<file path="src/hw/lvd_pkg.sv">
// Function
// - External reset loads the control register with all zeros.
// - Bit 7 turns detection on and starts the comparator.
// - Bit 4 switches the reference generator off or on.
// - Bit 1 picks interrupt (0) or internal reset (1) on under-voltage.
// - Bit 0 reads 1 only while supply is below threshold and detecting.
// - Interrupt request follows the flag only when on and interrupt mode.
// - Control bits clear on any reset except one caused by this detector.
// - A detector reset sets bit 0 of the reset cause register.
// - With power-on clear fitted, reference always runs; its bit ignored.
// - Control register accepts single-bit and full-byte writes.
// - Detection and its response are registered on clk and stop updating while the clock is stopped.
// - Threshold is software-selectable, eight levels in the full variant.
// - Level select register holds 3-bit field, cleared on external reset.
package lvd_pkg;
   // ------------------------------------------------------------
   // Register map
   // ------------------------------------------------------------
   localparam logic [15:0] UNDERVOLTAGE_CONTROL_ADDR = 16'hFFBE;
   localparam logic [15:0] LEVEL_SELECT_ADDR = 16'hFFBF;
   localparam logic [7:0] CTRL_RESET = 8'h00;
   localparam logic [7:0] LEVEL_RESET = 8'h00;
   // ------------------------------------------------------------
   // Field positions
   // ------------------------------------------------------------
   localparam int DETECTOR_ON_BIT = 7;
   localparam int REFERENCE_ENABLE_BIT = 4;
   localparam int RESPONSE_SELECT_BIT = 1;
   localparam int FLAG_BIT = 0;
   localparam int LEVEL_WIDTH = 3;
   localparam int CAUSE_BIT = 0;
   localparam logic [7:0] CTRL_WRITE_MASK = 8'h92;
   localparam logic [7:0] LEVEL_WRITE_MASK = 8'h07;
   // ------------------------------------------------------------
   // Software wait times, for reference
   // ------------------------------------------------------------
   localparam real COMPARE_SETTLE_MS = 0.2;
   localparam real REFERENCE_SETTLE_MS = 2.0;
endpackage

</file>
<file path="src/hw/lvd_bitwr.sv">
module lvd_bitwr #(
   parameter logic [7:0] MASK = 8'hFF
) (
   // Current value and write request
   input wire logic [7:0] cur,
   input wire logic [7:0] wdata,
   input wire logic wr_byte,
   input wire logic wr_bit,
   input wire logic [2:0] bit_sel,
   // Result
   output logic [7:0] result
);
   always_comb begin
      result = cur;
      if (wr_byte) begin
         result = (cur & ~MASK) | (wdata & MASK);
      end else if (wr_bit && MASK[bit_sel]) begin
         result[bit_sel] = wdata[bit_sel];
      end
   end
endmodule // lvd_bitwr

</file>
<file path="src/hw/lvd_control.sv">
module lvd_control #(
   parameter bit POC_FITTED = 1'b0,
   parameter int LEVELS = 8
) (
   // Clock and resets
   input wire logic clk,
   input wire logic reset_n,
   input wire logic internal_reset,
   // Register access
   input wire logic [15:0] addr,
   input wire logic [7:0] wdata,
   input wire logic wr_byte,
   input wire logic wr_bit,
   input wire logic [2:0] bit_sel,
   output logic [7:0] rdata,
   // Analog comparator side
   input wire logic below_threshold,
   output logic comparator_en,
   output logic reference_en,
   output logic [2:0] detection_threshold,
   // Responses
   output logic undervoltage_irq,
   output logic undervoltage_reset_req,
   output logic undervoltage_reset_cause
);
   // ------------------------------------------------------------
   // State
   // ------------------------------------------------------------
   logic [7:0] ctrl_r, ctrl_nxt, ctrl_wr;
   logic [7:0] lvl_r, lvl_nxt, lvl_wr;
   logic flag_r, flag_nxt;
   logic rst_req_r, rst_req_nxt;
   logic cause_r, cause_nxt;
   logic irq_r, irq_nxt, cmp_r, cmp_nxt, ref_r, ref_nxt;
   logic [2:0] thr_r, thr_nxt;
   logic [7:0] rdata_r, rdata_nxt;
   logic sel_ctrl, sel_lvl;

   assign sel_ctrl = addr == lvd_pkg::UNDERVOLTAGE_CONTROL_ADDR;
   assign sel_lvl = addr == lvd_pkg::LEVEL_SELECT_ADDR;

   lvd_bitwr #(.MASK(lvd_pkg::CTRL_WRITE_MASK)) u_ctrl_wr (
      .cur(ctrl_r),
      .wdata(wdata),
      .wr_byte(wr_byte && sel_ctrl),
      .wr_bit(wr_bit && sel_ctrl),
      .bit_sel(bit_sel),
      .result(ctrl_wr)
   );

   lvd_bitwr #(.MASK(lvd_pkg::LEVEL_WRITE_MASK)) u_lvl_wr (
      .cur(lvl_r),
      .wdata(wdata),
      .wr_byte(wr_byte && sel_lvl),
      .wr_bit(wr_bit && sel_lvl),
      .bit_sel(bit_sel),
      .result(lvl_wr)
   );

   // ------------------------------------------------------------
   // Next state
   // ------------------------------------------------------------
   always_comb begin
      logic on, intr_mode;
      on = ctrl_r[lvd_pkg::DETECTOR_ON_BIT];
      intr_mode = !ctrl_r[lvd_pkg::RESPONSE_SELECT_BIT];
      ctrl_nxt = ctrl_wr;
      lvl_nxt = lvl_wr;
      // Ignore a level write beyond the levels this variant offers; keep the old value
      if (lvl_wr[2:0] > 3'(LEVELS - 1)) begin
         lvl_nxt = lvl_r;
      end
      flag_nxt = on && below_threshold;
      irq_nxt = on && intr_mode && flag_r;
      rst_req_nxt = on && !intr_mode && flag_r;
      cause_nxt = cause_r || rst_req_r;
      cmp_nxt = ctrl_nxt[lvd_pkg::DETECTOR_ON_BIT];
      ref_nxt = POC_FITTED ? 1'b1 :
         ctrl_nxt[lvd_pkg::REFERENCE_ENABLE_BIT];
      thr_nxt = lvl_nxt[lvd_pkg::LEVEL_WIDTH-1:0];
      rdata_nxt = 8'h00;
      if (sel_ctrl) begin
         rdata_nxt = (ctrl_r & lvd_pkg::CTRL_WRITE_MASK) |
            {7'h00, flag_r};
      end else if (sel_lvl) begin
         rdata_nxt = lvl_r & lvd_pkg::LEVEL_WRITE_MASK;
      end
      // Non-detector internal reset clears control; detector reset keeps it
      if (internal_reset && !rst_req_r) begin
         ctrl_nxt = lvd_pkg::CTRL_RESET;
         lvl_nxt = lvd_pkg::LEVEL_RESET;
         cmp_nxt = 1'b0;
         ref_nxt = POC_FITTED;
         thr_nxt = 3'h0;
      end
   end

   // ------------------------------------------------------------
   // Registers
   // ------------------------------------------------------------
   always_ff @(posedge clk) begin
      if (!reset_n) begin
         ctrl_r <= lvd_pkg::CTRL_RESET;
         lvl_r <= lvd_pkg::LEVEL_RESET;
         flag_r <= 1'b0;
         irq_r <= 1'b0;
         rst_req_r <= 1'b0;
         cause_r <= 1'b0;
         cmp_r <= 1'b0;
         ref_r <= POC_FITTED;
         thr_r <= 3'h0;
         rdata_r <= 8'h00;
      end else begin
         ctrl_r <= ctrl_nxt;
         lvl_r <= lvl_nxt;
         flag_r <= flag_nxt;
         irq_r <= irq_nxt;
         rst_req_r <= rst_req_nxt;
         cause_r <= cause_nxt;
         cmp_r <= cmp_nxt;
         ref_r <= ref_nxt;
         thr_r <= thr_nxt;
         rdata_r <= rdata_nxt;
      end
   end

   assign rdata = rdata_r;
   assign comparator_en = cmp_r;
   assign reference_en = ref_r;
   assign detection_threshold = thr_r;
   assign undervoltage_irq = irq_r;
   assign undervoltage_reset_req = rst_req_r;
   assign undervoltage_reset_cause = cause_r;
endmodule // lvd_control

</file>
<file path="config.mk">
export PLATFORM = sky130hd
export DESIGN_NAME = lvd_control
export DESIGN_NICKNAME = d
export VERILOG_FILES = /design/src/hw/lvd_pkg.sv /design/src/hw/lvd_bitwr.sv /design/src/hw/lvd_control.sv
export SDC_FILE = /design/constraint.sdc
export NUM_CORES = 1
export LEC_CHECK = 0
export ABC_AREA = 1
export ABC_CLOCK_PERIOD_IN_PS = 1050
export BUFFER_PORTS_ARGS = -buffer_cell sky130_fd_sc_hd__buf_2
export CAP_MARGIN = 5
export CORE_MARGIN = 2
export CORE_UTILIZATION = 41
export CTS_CLUSTER_SIZE = 40
export DETAILED_ROUTE_END_ITERATION = 10
export GPL_ROUTABILITY_DRIVEN = 0
export GPL_TIMING_DRIVEN = 0
export PLACE_DENSITY = 0.79
export SYNTH_ARGS = -nofsm -noshare
export SYNTH_HDL_FRONTEND = slang
export SYNTH_SLANG_ARGS = --single-unit
export TNS_END_PERCENT = 50
</file>
<file path="constraint.sdc">
create_clock -name clk -period 1.05 [get_ports clk]
set_input_delay 0.105 -clock clk [delete_from_list [all_inputs] [get_ports clk]]
set_output_delay 0.105 -clock clk [all_outputs]
set_load 0.01 [all_outputs]
</file>
==> flow_summary.yaml <==
setup_path:
  r2r-start: "undervoltage_reset_req$_SDFF_PN0_"
  start_kind: "input port"
  reg2reg_to: "ctrl_r[7]$_SDFFE_PP0P_"
  crit_path_max_fanout: 6
  rr_worst_depth: 5
  crit_required_ns: 1.23
  path_class: "input port to flip-flop"
  rrSetupSlack_ns: 0.14
  worstSetupEndpointType: "flip-flop"
  worstPathArrival_ns: 1.13
placement:
  placedCellCount: 262
  io_buffers: 44
  post-dp-hpwl_mm: 2.01
die:
  rows: 18
  start_util_pct: 42.9
  core-area_um2: 2480
  fp.dieW_um: 54.9
  boundaryPins: 49
  die_h_um: 54.9
  die-area_um2: 3020
clocking:
  cts.path.max_buffers: 2
  cts_buffers: 3
  root_buffer: "clkbuf_4"
  cts_tree: "done"
  clock-sinks: 15
  htreeDepth: 1
  clk_pin_slew_ns: 0.10
  clkLatencyLatePin_ns: 0.29
routing:
  wl_mm: 2.44
  num_vias: 1226
  wl_per_cell_um: 9.09
  drtIter0Drc: 15
  drt_pre_antenna_iters: 4
  viasPerCell: 4.57
  drc_errors: 0
  detail-route-antenna-nets: 0
logic_synthesis:
  synthSimpleGateAreaFrac_pct: 50.9
  synth_fa_ha_area_share_pct: 2.35
  yosys-top-cells-area: "dfxtp_1 (28%), nand2_1 (23%), nor2_1 (12%)"
  yosys.area_share.xor_xnor_pct: 0
  postSynthCellCount: 186
  syn_avg_cell_area_um2: 5.72
  ys.flop_type: "dfxtp_1"
  ys_seq_area_share_pct: 28.2
  syn-cell-area_um2: 1060
  netlist-cell-type-count: 23
  synth-async-reset-ratio_pct: 0
  yosysTopAreaCell: "dfxtp_1"
  synth_compound_area_share_pct: 6.35
  yosys_warnings: 0
  netlist.area_leader.share_pct: 28.2
  synth_top_family_by_area: "simple AND/OR/NAND/NOR gates"
  synthMuxAreaShare_pct: 0
  synth_edf_count: 0
  synth-seq-cells: 15
final_layout:
  layout_commonest_cell: "nand2_1"
  multi_input_area_um2: 668
  final_core_util_pct: 56.6
  ff_latch_area_um2: 302
  layout-drive-gt1-share_pct: 29.0
  final_cell_mix: "nand2_1 (66), buf_2 (44), nor2_1 (34)"
  num_antenna_cells: 0
  layout.nets: 274
  final_cells: 268
  n_fill_cell: 285
  area_growth_pct: 31.8
timing:
  drv_slew: 0
  fmax_mhz: 1050
  skew_ns: 0.0134
  rsz0062_at_grt: "true"
  tns_ns: 0
  fin_crit_ns: 0.950
  finalHoldViolations: 0
  fin_crit_sh_pct: 90.4
  whs_ns: 0.0143
  setup_violations: 0
grt:
  grt_pass1_wl_mm: 4.33
  grt_use_total_pct: 18.9
  gr-total-overflow: 0
  grt_pass1_vias: 1128
  grt_max_degree: 11
  antenna_found_initial: 0
min_path:
  min_to: "flag_r$_SDFF_PN0_"
  hp-start: "below_threshold"
  hold_class: "input port to flip-flop"
  whs_path_depth: 3
outcome:
  outcome: "finished, final reports clean"
power:
  p_leak_uw: 0.000747
  fin_total_pwr_uw: 1140
  irDropWorstVdd_mv: 0.608
  power.density_nw_per_um2: 811
flow_run:
  maxCapViolations: 0
worst max-delay path by stage:
stage                    start                      to  slack, ns  cells after the start
floorplan           bit_sel[2]   lvl_r[0]$_SDFFE_PP0P_       0.05                     10
global placement    bit_sel[1]  ctrl_r[4]$_SDFFE_PP0P_      -0.28                     11
detailed placement  bit_sel[1]  ctrl_r[7]$_SDFFE_PP0P_      -0.31                     11
CTS                    addr[6]   lvl_r[0]$_SDFFE_PP0P_       0.03                      9
global route           addr[6]   lvl_r[0]$_SDFFE_PP0P_     -0.003                      9
finish              bit_sel[0]   lvl_r[1]$_SDFFE_PP0P_       0.10                      8
synth_stat cells, drive strengths merged, types with 2 or more instances:
library cell	count
nand4	4
nor3	4
inv	24
ha	2
dfxtp	15
o21ai	10
nand2	69
nand3	10
nor2	37
a21oi	2
buf	5
worst max-delay path: stages:
cell	delay, ns
buf_2	0.14
ha_1	0.24
nor3_4	0.27
nand3_1	0.12
nand2_1	0.08
nand2_1	0.05
nor2_1	0.08
nor2_1	0.04
repair_timing:
item,in CTS,in global routing
resized for setup,2,7
pin swaps,0,4
hold buffers,0,0
buffers inserted,0,2
setup endpoints to repair,5,6
state kept, by name, indices dropped and copies added (netlist names):
| register | count |
|---|---|
| rdata | 5 |
| flag_r | 1 |
| undervoltage_reset_cause | 1 |
| lvl_r | 3 |
| undervoltage_irq | 1 |
| undervoltage_reset_req | 1 |
| ctrl_r | 3 |
routing by layer:
layer / wire [um] / vias to the layer above / GRT usage, %
li1: - / 674 / -
met1: 1150 / 511 / 23.8
met2: 1140 / 39 / 34.3
met3: 127 / 2 / 0.806
met4: 20 / 0 / 6.10
met5: 0 / - / 0
cell families after synthesis:
logic type,after synthesis
simple gates,126
buf+inv,29
flops,15
compound gates,13
fa+ha+maj,2
other cells,1
where the power goes:
part	internal [uW]	switching (uW)	total, uW
clock	142	186	328
combinational	103	138	241
sequential	568	0.000635	568
total	813	324	1140
area by class of cell:
type,instances,area share [%]
multi-input cells,144,47.7
flip-flops and latches,15,21.5
repair buffers,46,17.2
inverters,24,6.43
well taps,30,2.68
plain buffers,5,2.50
clock buffers,3,1.61
clock inverters,1,0.357
stage by stage:
step	area (um2)	setup WS, ns
2_1_floorplan	1070	0.0476
3_3_place_gp	1330	-0.283
3_5_place_dp	1330	-0.312
4_1_cts	1360	0.0318
5_1_grt	1400	-0.00272
6_report	1400	0.100
(Power assumes the default switching activity.)
